## src/alarm_pkg.sv

```systemverilog
package alarm_pkg;
  // Time base
  localparam int unsigned CLK_HZ          = 20_000_000;
  localparam int unsigned TICK_S          = 1;
  localparam int unsigned TICK_CYCLES     = CLK_HZ * TICK_S;
  localparam int unsigned TEST_PERIOD_MIN = 15;
  localparam int unsigned TEST_TICKS      = TEST_PERIOD_MIN * 60 / TICK_S;
  localparam int unsigned SETTLE_S        = 2;
  localparam int unsigned SETTLE_TICKS    = SETTLE_S / TICK_S;
  localparam int unsigned WDOG_S          = 4;
  localparam int unsigned WDOG_TICKS      = WDOG_S / TICK_S;
  localparam int unsigned BAUD            = 9600;
  localparam int unsigned BIT_CYCLES      = CLK_HZ / BAUD;
  localparam int unsigned HALF_CYCLES     = BIT_CYCLES / 2;

  // Analog words: 10 mV and 10 mA per count
  localparam logic [16:0] LOAD_DROP  = 17'h0_00C8;
  localparam logic [16:0] BATT_LIMIT = 17'h0_1388;
  localparam logic [16:0] DISC_V     = 17'h0_0C80;
  localparam logic [16:0] STUCK_I    = 17'h0_01C2;
  localparam logic [16:0] OC_MIN_I   = 17'h0_0384;
  localparam logic [16:0] BANK_MIN_I = 17'h0_003C;
  localparam logic [16:0] LOW_ON     = 17'h0_0050;
  localparam logic [16:0] LOW_OFF    = 17'h0_0028;
  localparam logic [16:0] HIGH_ON    = 17'h0_0050;
  localparam logic [16:0] HIGH_OFF   = 17'h0_0028;

  // Register map, byte addresses
  localparam logic [7:0] REG_CTRL   = 8'h00;
  localparam logic [7:0] REG_SITE   = 8'h04;
  localparam logic [7:0] REG_GEN_V  = 8'h08;
  localparam logic [7:0] REG_ABS_V  = 8'h0C;
  localparam logic [7:0] REG_BOOST  = 8'h10;
  localparam logic [7:0] REG_STATUS = 8'h14;
  localparam int unsigned CTRL_REFRESH_BIT = 0;
  localparam int unsigned CTRL_TEST_BIT    = 1;
  localparam logic [15:0] GEN_V_RST  = 16'h12C0;
  localparam logic [15:0] ABS_V_RST  = 16'h170C;
  localparam logic [15:0] BOOST_RST  = 16'h15E0;
  localparam logic [5:0]  SITE_RST   = 6'h00;
  localparam logic [5:0]  LED_INVERT = 6'h08;
  localparam logic [7:0]  SITE_CMD   = 8'hC0;

  typedef struct packed {
    logic bank_fail;
    logic load;
    logic logic_fail;
    logic gen;
    logic high_batt;
    logic low_batt;
  } alarm_s;

  typedef struct packed {
    logic [15:0] batt;
    logic [15:0] load;
    logic [15:0] chg;
  } meas_s;

  typedef enum logic [1:0] {
    TS_IDLE = 2'b00,
    TS_OFF  = 2'b01,
    TS_ONE  = 2'b10
  } test_state_e;
endpackage

```

## src/alarm_monitor.sv

```systemverilog
// The implementer's own choices: the address map and the Avalon-MM interface to the registers.
`timescale 1ns/1ps
module alarm_monitor
  import alarm_pkg::*;
#(
  parameter int unsigned TICK_LEN = TICK_CYCLES
) (
  input  wire logic        mclk,
  input  wire logic        nrst,
  input  wire logic [7:0]  address,
  input  wire logic        read,
  input  wire logic        write,
  input  wire logic [31:0] writedata,
  output logic [31:0]      readdata,
  output logic             waitrequest,
  input  wire meas_s       meas,
  input  wire logic        gen_req,
  input  wire logic [3:0]  reg_bank,
  input  wire logic [6:0]  alarm_open,
  input  wire logic        rx232_space,
  input  wire logic        rx485_space,
  output logic             tx232,
  output logic             tx485_d,
  output logic             tx485_oe,
  output logic [3:0]       bank_on,
  output logic             test_busy,
  output logic [5:0]       relay_on,
  output logic [5:0]       alarm_led,
  output logic [6:0]       input_led
);
  logic [24:0] tick_cnt_q;
  logic        ack_q;
  logic [31:0] rdata_q;
  logic [5:0]  site_q;
  logic [15:0] gen_v_q;
  logic [15:0] abs_v_q;
  logic [15:0] boost_q;
  logic [2:0]  wdog_q;
  logic [9:0]  period_q;
  alarm_s      alm_q;
  alarm_s      alm_d;
  test_state_e ts_q;
  test_state_e ts_d;
  logic [1:0]  idx_q;
  logic [1:0]  settle_q;
  logic [15:0] pre_q;
  logic        fail_q;
  logic        fail_d;

  // One-second tick
  wire tick = (tick_cnt_q == 25'(TICK_LEN - 1));

  always_ff @(posedge mclk) begin
    if (!nrst || tick) begin
      tick_cnt_q <= 25'h000_0000;
    end else begin
      tick_cnt_q <= tick_cnt_q + 25'h000_0001;
    end
  end

  // Avalon-MM slave: one wait cycle per access
  wire req      = read | write;
  wire wr_en    = write & ack_q;
  wire sel_ctrl = (address == REG_CTRL);
  wire sel_site = (address == REG_SITE);
  wire sel_gen  = (address == REG_GEN_V);
  wire sel_abs  = (address == REG_ABS_V);
  wire sel_bst  = (address == REG_BOOST);
  wire sel_stat = (address == REG_STATUS);
  wire refresh  = wr_en & sel_ctrl & writedata[CTRL_REFRESH_BIT];
  wire kick     = wr_en & sel_ctrl & writedata[CTRL_TEST_BIT];
  wire [6:0] in_byte = alarm_open;
  wire [31:0] status_word =
    {15'h0000, test_busy, 1'b0, in_byte, 2'b00, alm_q};
  wire [31:0] rd_mux =
    sel_site ? {26'h000_0000, site_q} :
    sel_gen  ? {16'h0000, gen_v_q} :
    sel_abs  ? {16'h0000, abs_v_q} :
    sel_bst  ? {16'h0000, boost_q} :
    sel_stat ? status_word : 32'h0000_0000;

  assign waitrequest = req & ~ack_q;
  assign readdata    = rdata_q;

  always_ff @(posedge mclk) begin
    if (!nrst) begin
      ack_q   <= 1'b0;
      rdata_q <= 32'h0000_0000;
    end else begin
      ack_q <= req & ~ack_q;
      if (read & ~ack_q) begin
        rdata_q <= rd_mux;
      end
    end
  end

  always_ff @(posedge mclk) begin
    if (!nrst) begin
      site_q  <= SITE_RST;
      gen_v_q <= GEN_V_RST;
      abs_v_q <= ABS_V_RST;
      boost_q <= BOOST_RST;
    end else if (wr_en) begin
      if (sel_site) begin
        site_q <= writedata[5:0];
      end else if (sel_gen) begin
        gen_v_q <= writedata[15:0];
      end else if (sel_abs) begin
        abs_v_q <= writedata[15:0];
      end else if (sel_bst) begin
        boost_q <= writedata[15:0];
      end
    end
  end

  // Refresh watchdog: software must write within the window
  wire healthy = (wdog_q < 3'(WDOG_TICKS));

  always_ff @(posedge mclk) begin
    if (!nrst || refresh) begin
      wdog_q <= 3'h0;
    end else if (tick && healthy) begin
      wdog_q <= wdog_q + 3'h1;
    end
  end

  // Voltage alarms
  wire [16:0] batt = {1'b0, meas.batt};
  wire [16:0] load = {1'b0, meas.load};
  wire [16:0] chg  = {1'b0, meas.chg};
  wire low_set  = (batt + LOW_ON) < {1'b0, gen_v_q};
  wire low_clr  = (batt + LOW_OFF) >= {1'b0, gen_v_q};
  wire high_set = batt > ({1'b0, abs_v_q} + HIGH_ON);
  wire high_clr = batt < ({1'b0, boost_q} + HIGH_OFF);
  wire load_sag = ((load + LOAD_DROP) < batt) && (batt < BATT_LIMIT);
  wire load_off = load < DISC_V;

  always_comb begin
    alm_d            = alm_q;
    alm_d.low_batt   = low_set | (alm_q.low_batt & ~low_clr);
    alm_d.high_batt  = high_set | (alm_q.high_batt & ~high_clr);
    alm_d.gen        = gen_req;
    alm_d.logic_fail = ~healthy;
    alm_d.load       = load_sag | load_off;
    if (ts_q != TS_IDLE && ts_d == TS_IDLE) begin
      alm_d.bank_fail = fail_d;
    end
  end

  always_ff @(posedge mclk) begin
    if (!nrst) begin
      alm_q <= '0;
    end else begin
      alm_q <= alm_d;
    end
  end

  // Bank test sequencer
  wire test_due = tick && (period_q == 10'(TEST_TICKS - 1));
  wire settled  = tick && (settle_q == 2'(SETTLE_TICKS - 1));
  wire stuck_on = chg > STUCK_I;
  wire bank_low = chg <= BANK_MIN_I;
  wire big_chg  = {1'b0, pre_q} > OC_MIN_I;

  always_ff @(posedge mclk) begin
    if (!nrst || test_due) begin
      period_q <= 10'h000;
    end else if (tick) begin
      period_q <= period_q + 10'h001;
    end
  end

  always_comb begin
    ts_d   = ts_q;
    fail_d = fail_q;
    case (ts_q)
      TS_IDLE: begin
        if (test_due || kick) begin
          ts_d   = TS_OFF;
          fail_d = 1'b0;
        end
      end
      TS_OFF: begin
        if (settled) begin
          fail_d = stuck_on;
          ts_d   = big_chg ? TS_ONE : TS_IDLE;
        end
      end
      TS_ONE: begin
        if (settled) begin
          fail_d = fail_q | bank_low;
          if (idx_q == 2'h3) begin
            ts_d = TS_IDLE;
          end
        end
      end
      default: begin
        ts_d = TS_IDLE;
      end
    endcase
  end

  always_ff @(posedge mclk) begin
    if (!nrst) begin
      ts_q   <= TS_IDLE;
      fail_q <= 1'b0;
      pre_q  <= 16'h0000;
    end else begin
      ts_q   <= ts_d;
      fail_q <= fail_d;
      if (ts_q == TS_IDLE) begin
        pre_q <= meas.chg;
      end
    end
  end

  always_ff @(posedge mclk) begin
    if (!nrst || ts_q == TS_IDLE) begin
      idx_q    <= 2'h0;
      settle_q <= 2'h0;
    end else if (settled) begin
      settle_q <= 2'h0;
      if (ts_q == TS_ONE) begin
        idx_q <= idx_q + 2'h1;
      end
    end else if (tick) begin
      settle_q <= settle_q + 2'h1;
    end
  end

  wire [3:0] one_bank = 4'h1 << idx_q;
  wire [3:0] test_pat = (ts_q == TS_ONE) ? one_bank : 4'h0;

  assign test_busy = (ts_q != TS_IDLE);
  assign bank_on   = test_busy ? test_pat : reg_bank;

  // Relays fail safe; logic-fail lamp reads inverted
  assign relay_on  = ~alm_q;
  assign alarm_led = alm_q ^ LED_INVERT;
  assign input_led = alarm_open;

  serial_slave u_serial (
    .mclk        (mclk),
    .nrst        (nrst),
    .site        (site_q),
    .out_byte    ({2'b00, alm_q}),
    .in_byte     ({1'b0, in_byte}),
    .rx232_space (rx232_space),
    .rx485_space (rx485_space),
    .tx232       (tx232),
    .tx485_d     (tx485_d),
    .tx485_oe    (tx485_oe)
  );
endmodule

```

## src/serial_slave.sv

```systemverilog
`timescale 1ns/1ps
module serial_slave
  import alarm_pkg::*;
(
  input  wire logic       mclk,
  input  wire logic       nrst,
  input  wire logic [5:0] site,
  input  wire logic [7:0] out_byte,
  input  wire logic [7:0] in_byte,
  input  wire logic       rx232_space,
  input  wire logic       rx485_space,
  output logic            tx232,
  output logic            tx485_d,
  output logic            tx485_oe
);
  logic        rx_busy_q;
  logic [11:0] rx_cnt_q;
  logic [3:0]  rx_bit_q;
  logic [7:0]  rx_sh_q;
  logic [19:0] tx_sh_q;
  logic [4:0]  tx_left_q;
  logic [11:0] tx_cnt_q;

  // Merged receive, 1 = space
  wire rx_space = rx232_space | rx485_space;
  wire rx_samp  = rx_busy_q && (rx_cnt_q == 12'h000);
  wire rx_data  = (rx_bit_q != 4'h0) && (rx_bit_q != 4'h9);
  wire rx_last  = rx_samp && (rx_bit_q == 4'h9);
  wire [7:0] my_cmd = SITE_CMD | {2'b00, site};
  wire tx_busy  = (tx_left_q != 5'h00);
  wire addr_hit = rx_last && !rx_space && (rx_sh_q == my_cmd);
  wire tx_step  = tx_busy && (tx_cnt_q == 12'h000);

  always_ff @(posedge mclk) begin
    if (!nrst) begin
      rx_busy_q <= 1'b0;
      rx_cnt_q  <= 12'h000;
      rx_bit_q  <= 4'h0;
      rx_sh_q   <= 8'h00;
    end else if (!rx_busy_q) begin
      rx_busy_q <= rx_space;
      rx_cnt_q  <= 12'(HALF_CYCLES);
      rx_bit_q  <= 4'h0;
    end else if (rx_samp) begin
      rx_cnt_q <= 12'(BIT_CYCLES - 1);
      rx_bit_q <= rx_bit_q + 4'h1;
      if ((rx_bit_q == 4'h0 && !rx_space) || rx_bit_q == 4'h9) begin
        rx_busy_q <= 1'b0;
      end
      if (rx_data) begin
        rx_sh_q <= {~rx_space, rx_sh_q[7:1]};
      end
    end else begin
      rx_cnt_q <= rx_cnt_q - 12'h001;
    end
  end

  // Reply: alarm output byte, then alarm input byte
  always_ff @(posedge mclk) begin
    if (!nrst) begin
      tx_sh_q   <= 20'hF_FFFF;
      tx_left_q <= 5'h00;
      tx_cnt_q  <= 12'h000;
    end else if (addr_hit && !tx_busy) begin
      tx_sh_q   <= {1'b1, in_byte, 1'b0, 1'b1, out_byte, 1'b0};
      tx_left_q <= 5'h14;
      tx_cnt_q  <= 12'(BIT_CYCLES - 1);
    end else if (tx_step) begin
      tx_sh_q   <= {1'b1, tx_sh_q[19:1]};
      tx_left_q <= tx_left_q - 5'h01;
      tx_cnt_q  <= 12'(BIT_CYCLES - 1);
    end else if (tx_busy) begin
      tx_cnt_q <= tx_cnt_q - 12'h001;
    end
  end

  // No handshake lines; both ports carry one stream
  assign tx232    = tx_sh_q[0];
  assign tx485_d  = tx_sh_q[0];
  assign tx485_oe = tx_busy;
endmodule

```

## config.mk

```make
export PLATFORM = sky130hd
export DESIGN_NAME = alarm_monitor
export DESIGN_NICKNAME = d
export VERILOG_FILES = /design/src/alarm_pkg.sv /design/src/alarm_monitor.sv /design/src/serial_slave.sv
export SDC_FILE = /design/constraint.sdc
export NUM_CORES = 1
export LEC_CHECK = 0
export BUFFER_PORTS_ARGS = -buffer_cell sky130_fd_sc_hd__buf_2
export CORE_MARGIN = 3
export CORE_UTILIZATION = 58
export DETAILED_ROUTE_END_ITERATION = 12
export PLACE_DENSITY = 0.81
export SETUP_SLACK_MARGIN = 0.05
export SYNTH_ARGS = -nofsm -noshare
export SYNTH_HDL_FRONTEND = slang
export SYNTH_SLANG_ARGS = --single-unit
```

## constraint.sdc

```tcl
create_clock -name mclk -period 2.7 [get_ports mclk]
set_clock_uncertainty 0.15 [all_clocks]
set_input_delay 0.135 -clock mclk [delete_from_list [all_inputs] [get_ports mclk]]
set_output_delay 0.135 -clock mclk [all_outputs]
set_load 0.05 [all_outputs]
```

# --- Word level (Yosys, flattened, before mapping) ---
# Cells that the tools add are included.
classes:
  n_addsub: 14
  multipliers: 0
  div: 0
  magnitude_cmp: 11
  eq_ne: 14
  shift: 1
  muxes: 29
  n_bitwise: 26
  reduce_logical: 44
op_table:
  columns: ["operator", "count"]
  rows:
  - ["two-way mux 17 bit", 5]
  - ["two-way mux 12 bit", 4]
  - ["two-way mux 19 bit", 2]
  - ["adder 16 x 6 -> 17 bit, second input constant", 2]
  - ["adder 16 x 7 -> 17 bit, second input constant", 2]
  - ["< comparator 17 x 16 -> 1 bit", 2]
  - ["adder 25 x 1 -> 25 bit, second input constant", 1]
  - ["== test 25 bit, second input constant", 1]
  - ["zero test 12 bit", 2]
  - ["subtractor 12 x 1 -> 12 bit, second input constant", 2]
  - ["adder 16 x 8 -> 17 bit, second input constant", 1]
  - [">= comparator 17 x 16 -> 1 bit", 1]
  - ["greater-than comparator 16 x 17 -> 1 bit", 1]
  - ["< comparator 16 x 17 -> 1 bit", 1]
  - ["== test 8 x 4 -> 1 bit, second input constant", 2]
  - ["== test 8 x 5 -> 1 bit, second input constant", 2]
  - ["greater-than comparator 16 x 10 -> 1 bit, second input constant", 1]
  - ["greater-than comparator 16 x 9 -> 1 bit, second input constant", 1]
  - ["<= comparator 16 x 6 -> 1 bit, second input constant", 1]
  - ["< comparator 16 x 12 -> 1 bit, second input constant", 1]
  - ["< comparator 16 x 13 -> 1 bit, second input constant", 1]
  - ["logical AND 1 bit", 13]
  - ["two-way mux 11 bit", 1]
  - ["inverter 1 bit", 11]
  - ["38 further kinds", 78]
word_totals:
  regBits: 215
  latchBits: 0
  ramBits: 0
  rom_bits: 0
  in_bits: 106
  output_inout_bits: 60
  word_cells: 171
  mem_count: 0

# --- Logic depth before layout (Yosys ltp) ---
logic_depth:
  depth_word: 8
  ltp_mapped: 13
  depth_no_buf: 13

# --- Hierarchy ---
# From an unflattened synthesis, not the netlist that was laid out.
unflattened:
  cells_unflattened: 1450
  area_unflattened_um2: 11937.7
by_module_without_submodules:
  columns: ["mod", "n_inst", "cells_each", "area_per_inst_um2", "seq_area_each_um2"]
  rows:
  - ["alarm_monitor", 1, 1119, 8948.6, 2782.7]
  - ["serial_slave", 1, 331, 2989.1, 1221.2]

# --- Least setup slack after synthesis ---
# No wires, ideal clock.
synth_path:
  path_kind: "register -> register"
  startpoint: "register u_serial.tx_left_q[0]"
  endpoint: "register u_serial.tx_sh_q[15]"
  setup_time_ns: 0.125
  arrival_time_ns: 2.371
  required_ns: 2.425
  setup_slack_ns: 0.054
  path_stages_with_launch: 11
  n_path_buf: 2
  synth_period_minus_slack_ns: 2.646
  path_cell_list: "dfxtp_1 -> inv_1 -> ha_1 -> nor4b_1 -> inv_1 -> nand4_1 -> nor2_1 -> clkbuf_1 -> clkbuf_1 -> a221oi_1 -> nand2_1"
synth_via:
  elab_chain_len: 4
  word_cells_on_any_way: 6
  classes_between: "mux: 1; reduce/logical: 5"
synth_lines:
  columns: ["element", "line_no", "text"]
  rows:
  - ["from (decl)", "serial_slave.sv:21", "logic [4:0] tx_left_q;"]
  - ["from (signal assigned)", "serial_slave.sv:70", "tx_left_q <= tx_left_q - 5'h01;"]
  - ["nonzero test 5 bit *", "serial_slave.sv:30", "wire tx_busy = (tx_left_q != 5'h00);"]
  - ["net tx485_oe", "alarm_monitor.sv:24", "output logic tx485_oe,"]
  - ["zero test 1 bit", "serial_slave.sv:64", "end else if (addr_hit && !tx_busy) begin"]
  - ["logical AND 1 bit", "serial_slave.sv:64", null]
  - ["two-way mux 19 bit / nonzero test 2 bit (equally long branches)", null, null]
  - ["to (signal assigned)", "serial_slave.sv:65", "tx_sh_q <= {1'b1, in_byte, 1'b0, 1'b1, out_byte, 1'b0};"]
  - ["to (signal assigned)", "serial_slave.sv:69", "tx_sh_q <= {1'b1, tx_sh_q[19:1]};"]
  - ["to (decl)", "serial_slave.sv:20", "logic [19:0] tx_sh_q;"]
# The timed path passes the listed nets; every way through them passes the cells marked *.
# A chain may end at the register's enable or synchronous reset.

# --- Worst setup path in the final report ---
layout_path:
  startpoint: "register abs_v_q[4]"
  endpoint: "register alm_q (netlist bit alarm_led[1])"
layout_via:
  elab_chain_len: 3
layout_lines:
  columns: ["element", "line_no", "text"]
  rows:
  - ["from (decl)", "alarm_monitor.sv:36", "logic [15:0] abs_v_q;"]
  - ["from (signal assigned)", "alarm_monitor.sv:109", "abs_v_q <= writedata[15:0];"]
  - ["adder 16 x 7 -> 17 bit", "alarm_monitor.sv:133", "wire high_set = batt > ({1'b0, abs_v_q} + HIGH_ON);"]
  - ["greater-than comparator 16 x 17 -> 1 bit", "alarm_monitor.sv:133", null]
  - ["OR 1 bit", "alarm_monitor.sv:141", "alm_d.high_batt = high_set | (alm_q.high_batt & ~high_clr);"]
  - ["to (signal assigned)", "alarm_monitor.sv:154", "alm_q <= alm_d;"]
  - ["to (decl)", "alarm_monitor.sv:40", "alarm_s alm_q;"]
# Every way passes these cells.

==> results_tabular.tex <==
\begin{tabular}{lr}
\hline
Metric & Value \\
\hline
\multicolumn{2}{l}{\textbf{Global routing}} \\
\quad Number of global-route vias before repair & between 10k and 15k \\
\quad Global-route usage over all layers & between 20\% and 30\% \\
\quad Antenna violations before repair & 1 \\
\quad Met2 Usage GRT & 47.8\% \\
\quad Most congested layer reported by global routing & met2 \\
\quad Grt total ovfl & 0 \\
\quad Largest net degree at the start of global routing & around 50 \\
\quad Met3 global-route usage & between 5 and 6\% \\
\quad Global-route met1 utilization & about two fifths \\
\quad First-pass GRT wire length & between 50000 and 60000 um \\
\multicolumn{2}{l}{\textbf{Yosys}} \\
\quad Biggest area consumer among synthesized cells & sky130\_fd\_sc\_hd\_\_dfxtp\_1 \\
\quad EDFF count, synth & 0 \\
\quad Combined area of all synthesized cells & about 12000 um2 \\
\quad Fraction of synthesis flops using an asynchronous set or reset pin & 0\% \\
\quad Post-synth top area share & between 30\% and 40\% \\
\quad Number of standard cells after synthesis & 1433 \\
\quad Number of register bits inferred by synthesis & 200 \\
\quad Total of warnings raised by yosys & 0 \\
\quad Count of cell types in the netlist & between 60 and 70 \\
\quad Sequential cell area fraction in the yosys report & around a third \\
\quad Synth Flop Type & sky130\_fd\_sc\_hd\_\_dfxtp\_1 \\
\quad Post-Syn Area per Cell & 8.04 um2 \\
\quad Cell types occupying the most area after synthesis & sky130\_fd\_sc\_hd\_\_dfxtp\_1 (35\%), sky130\_fd\_sc\_hd\_\_ha\_1 (10\%), sky130\_fd\_sc\_hd\_\_nand2\_1 (7.8\%), sky130\_fd\_sc\_hd\_\_a21oi\_1 (5.6\%), sky130\_fd\_sc\_hd\_\_xor2\_1 (4.3\%) \\
\multicolumn{2}{l}{\textbf{Layout}} \\
\quad Fill count & 1447 \\
\quad Fraction of final layout cells sized beyond drive strength 1 & between 10 and 15\% \\
\quad Area of all sequential standard cells & between 4000 and 5000 um2 \\
\quad Combined area of the multi-input logic cells & 6900 um2 \\
\quad Synthesis-to-finish area growth & 18.2\% \\
\quad Number of cells in the finished layout apart from fillers & between 1.5k and 2k \\
\quad Post-layout nets & 1809 \\
\multicolumn{2}{l}{\textbf{STA}} \\
\quad Minimum period implied by the final worst setup slack & about 2500 ps \\
\quad Transition at the pin with the smallest max-transition slack & just over 800 ps \\
\quad Count of final hold-check violations & 0 \\
\quad Fin. max-slew vios & 0 \\
\quad Worst slew margin & between 40\% and 50\% \\
\quad Final period utilization & 94.0\% \\
\quad Setup TNS & 0 ps \\
\quad Unrepaired setup endpoints after global routing & no \\
\quad Count of final setup violators & 0 \\
\quad Maximum achievable frequency & 394 MHz \\
\multicolumn{2}{l}{\textbf{Power}} \\
\quad Final Total Pwr & about 8.5 mW \\
\quad Pwr Density & approximately 620 nW/um2 \\
\quad Internal power & 5.68 mW \\
\quad IR drop worst, VDD & just under 800 uV \\
\quad Sw Ratio & roughly a third \\
\quad Clock power share & around a third \\
\quad Sw Pwr & between 2 and 3 mW \\
\quad Static leakage power & around 5.7 nW \\
\quad Proportion of power drawn by combinational gates & 26.7\% \\
\quad Register share of total power & about two fifths \\
\multicolumn{2}{l}{\textbf{Setup path}} \\
\quad Critical path's slowest cell & sky130\_fd\_sc\_hd\_\_dfxtp\_1 \\
\quad Crit. Startpoint & abs\_v\_q[4] \\
\quad Highest net fanout along the worst path & 5 \\
\quad Kind of cell with the highest combined delay on the critical path & compound AO/OA/AOI/OAI gates \\
\quad Data required time at the worst endpoint & 2870 ps \\
\quad CP Cell Sequence & ha\_1 -> o21ai\_0 -> nor2\_1 -> nand3\_1 -> xor2\_1 -> ha\_1 -> a21o\_1 -> a21oi\_1 -> o21ai\_0 -> a21oi\_1 -> o22ai\_1 \\
\quad CP Buf/Inv Count & 0 \\
\quad WS Path Type & reg -> reg \\
\quad Crit path arrival time & roughly 2700 ps \\
\quad Critical Path Sink Type & register \\
\quad Highest cell delay on the worst timing path & 450 ps \\
\quad Sort of element at the start of the critical path & register \\
\quad Worst reg2reg startpoint & abs\_v\_q[4] \\
\multicolumn{2}{l}{\textbf{Clock network}} \\
\quad Clock sink total & 200 \\
\quad Number of buffers created by CTS & 17 \\
\quad CTS tree & built \\
\quad Clock root buffer master & sky130\_fd\_sc\_hd\_\_clkbuf\_16 \\
\quad Clock transition at the registers of the reported paths & 80 ps \\
\quad Maximum buffer depth of the clock tree & 2 \\
\quad Clock insertion delay at the later pin of the skew report & about 430 ps \\
\quad H-tree Lvls & 4 \\
\multicolumn{2}{l}{\textbf{Drt}} \\
\quad Number of vias in the routed layout & around 11k \\
\quad Mean number of vias per cell & between 5 and 6 \\
\quad Final routed DRC violation total & 0 \\
\quad Routed len/inst & approximately 17 um \\
\quad Final wirelength & 32300 um \\
\quad Iteration count of the initial detailed-routing pass & 8 \\
\quad Remaining antenna violation count after routing & 0 \\
\quad Initial detailed-routing violation count & 920 \\
\multicolumn{2}{l}{\textbf{Floorplanning}} \\
\quad Number of ports placed on the die boundary & about 170 \\
\quad Num rows & 50 \\
\quad Core ar. & $\sim$19000 um2 \\
\quad Overall die area & approximately 22000 um2 \\
\quad Height of the die & 147 um \\
\quad Initial Utilization & approximately 60\% \\
\quad Die W & about 150 um \\
\multicolumn{2}{l}{\textbf{Placement}} \\
\quad Inst Count DP & roughly 1.8k \\
\quad Total of buffers placed on input and output ports & between 100 and 150 \\
\quad Global placer's final weighted congestion & between 0.9 and 1 \\
\quad Detailed placement HPWL & between 20000 and 25000 um \\
\multicolumn{2}{l}{\textbf{Hold path}} \\
\quad Worst min-delay path class & in -> reg \\
\quad Hold wc startpoint & nrst \\
\multicolumn{2}{l}{\textbf{Outcome}} \\
\quad Run status & complete, no violations \\
\multicolumn{2}{l}{\textbf{Job}} \\
\quad Max-cap violations & 0 \\
\hline
\end{tabular}
-- path summary, 6_finish.rpt --
path / endpoint / slack [ps] / cells past startpoint
max: alarm_led[1] / 160 / 11
min: gen_v_q[14] / 50 / 3
max reg2reg: alarm_led[1] / 160 / 11
min reg2reg: u_serial.tx_sh_q[13] / 290 / 2
-- power groups by stage --
stage | combinational (mW) | clock [mW] | sequential [mW]
6_report | 2.25 | 2.80 | 3.40
5_1_grt | 2.51 | 2.93 | 3.42
4_1_cts | 2.21 | 2.81 | 3.39
3_5_place_dp | 2.13 | 0 | 3.46
3_3_place_gp | 2.08 | 0 | 3.44
2_1_floorplan | 1.52 | 0 | 3.48
-- per-layer routing --
layer / wire length (um) / up-vias
met4: 714 / 0
li1: - / 5308
met3: 2710 / 58
met1: 14000 / 5148
met5: 0 / -
met2: 14900 / 488
-- synth_stat cells (9+ instances only) --
master,n
sky130_fd_sc_hd__nand2_1,241
sky130_fd_sc_hd__dfxtp_1,200
sky130_fd_sc_hd__a21oi_1,128
sky130_fd_sc_hd__nor2_1,117
sky130_fd_sc_hd__ha_1,96
sky130_fd_sc_hd__inv_1,67
sky130_fd_sc_hd__nand3_1,60
sky130_fd_sc_hd__xor2_1,57
sky130_fd_sc_hd__xnor2_1,54
sky130_fd_sc_hd__o21ai_0,45
sky130_fd_sc_hd__clkbuf_1,34
sky130_fd_sc_hd__nor3_1,31
sky130_fd_sc_hd__buf_4,30
sky130_fd_sc_hd__buf_2,20
sky130_fd_sc_hd__nand4_1,20
sky130_fd_sc_hd__a221oi_1,18
sky130_fd_sc_hd__nor4_1,16
sky130_fd_sc_hd__a21o_1,15
sky130_fd_sc_hd__and3_1,15
sky130_fd_sc_hd__a211oi_1,12
sky130_fd_sc_hd__mux2i_1,11
sky130_fd_sc_hd__a22oi_1,10
sky130_fd_sc_hd__nor2b_1,10
sky130_fd_sc_hd__o211ai_1,10
sky130_fd_sc_hd__nand2b_1,9
-- layout make-up --
class,count,area share [%]
Clock buffer,18,3.22
Timing Repair Buffer,226,10.9
Multi-Input combinational cell,1092,50.6
Clock inverter,14,1.54
Antenna cell,1,0.0184
Inverter,70,1.93
Tap cell,260,2.39
Sequential cell,200,29.4
-- registers in the layout (all words and copies together) (netlist names), 4 cells and up --
signal,cells
tick_cnt_q,25
u_serial.tx_sh_q,19
readdata,17
abs_v_q,16
boost_q,16
gen_v_q,16
pre_q,16
u_serial.rx_cnt_q,12
u_serial.tx_cnt_q,12
period_q,10
u_serial.rx_sh_q,8
site_q,6
alarm_led,5
u_serial.tx_left_q,5
u_serial.rx_bit_q,4
-- stage by stage --
step	utilization [%]	hold slack (ps)	setup slack, ps	area [um2]
global placement	65.5	192	-47.7	12500
finish	71.4	51.5	161	13600
global route	71.4	61.9	57.1	13600
CTS	71.2	31.2	50.5	13600
detailed placement	65.5	201	-142	12500
floorplan	-	107	54.0	11600
-- logic make-up after synthesis --
group                    synth area share, %
XOR/XNOR                                8.44
adder cells (fa/ha/maj)                 10.4
AND/OR/NAND/NOR                         23.4
AO/OA/AOI/OAI                           15.3
other                                 0.0325
multiplexers                            1.44
buffers and inverters                   6.25
flip-flops                              34.7
-- tightest hold or removal path: stages --
cell and delay (ps):
sky130_fd_sc_hd__buf_2 110, sky130_fd_sc_hd__inv_2 180, sky130_fd_sc_hd__a21oi_1 160
-- cells in the final DEF, fill, tap and decap left out, drive strengths merged, types with 12 or more instances in the layout --
master / synthesis / final
a211oi: 12 / 12
xnor2: 54 / 54
nand4: 21 / 21
dlygate4sd3: 0 / 44
nand2: 241 / 241
dfxtp: 200 / 200
xor2: 57 / 57
inv: 67 / 73
buf: 50 / 182
a21o: 15 / 15
nand3: 60 / 60
nor3: 32 / 32
ha: 96 / 96
nor4: 18 / 18
o21ai: 45 / 45
a221oi: 18 / 18
and3: 15 / 15
clkbuf: 35 / 18
nor2: 117 / 117
a21oi: 129 / 129
conb: 1 / 15
-- repair_timing --
item	4_1_cts	5_1_grt
hold buffers	44	0
resized for setup	0	6
buffers inserted	0	1
hold endpoints to repair	84	0
endpoints found under the setup margin	0	13
(Power assumes the default switching activity.)
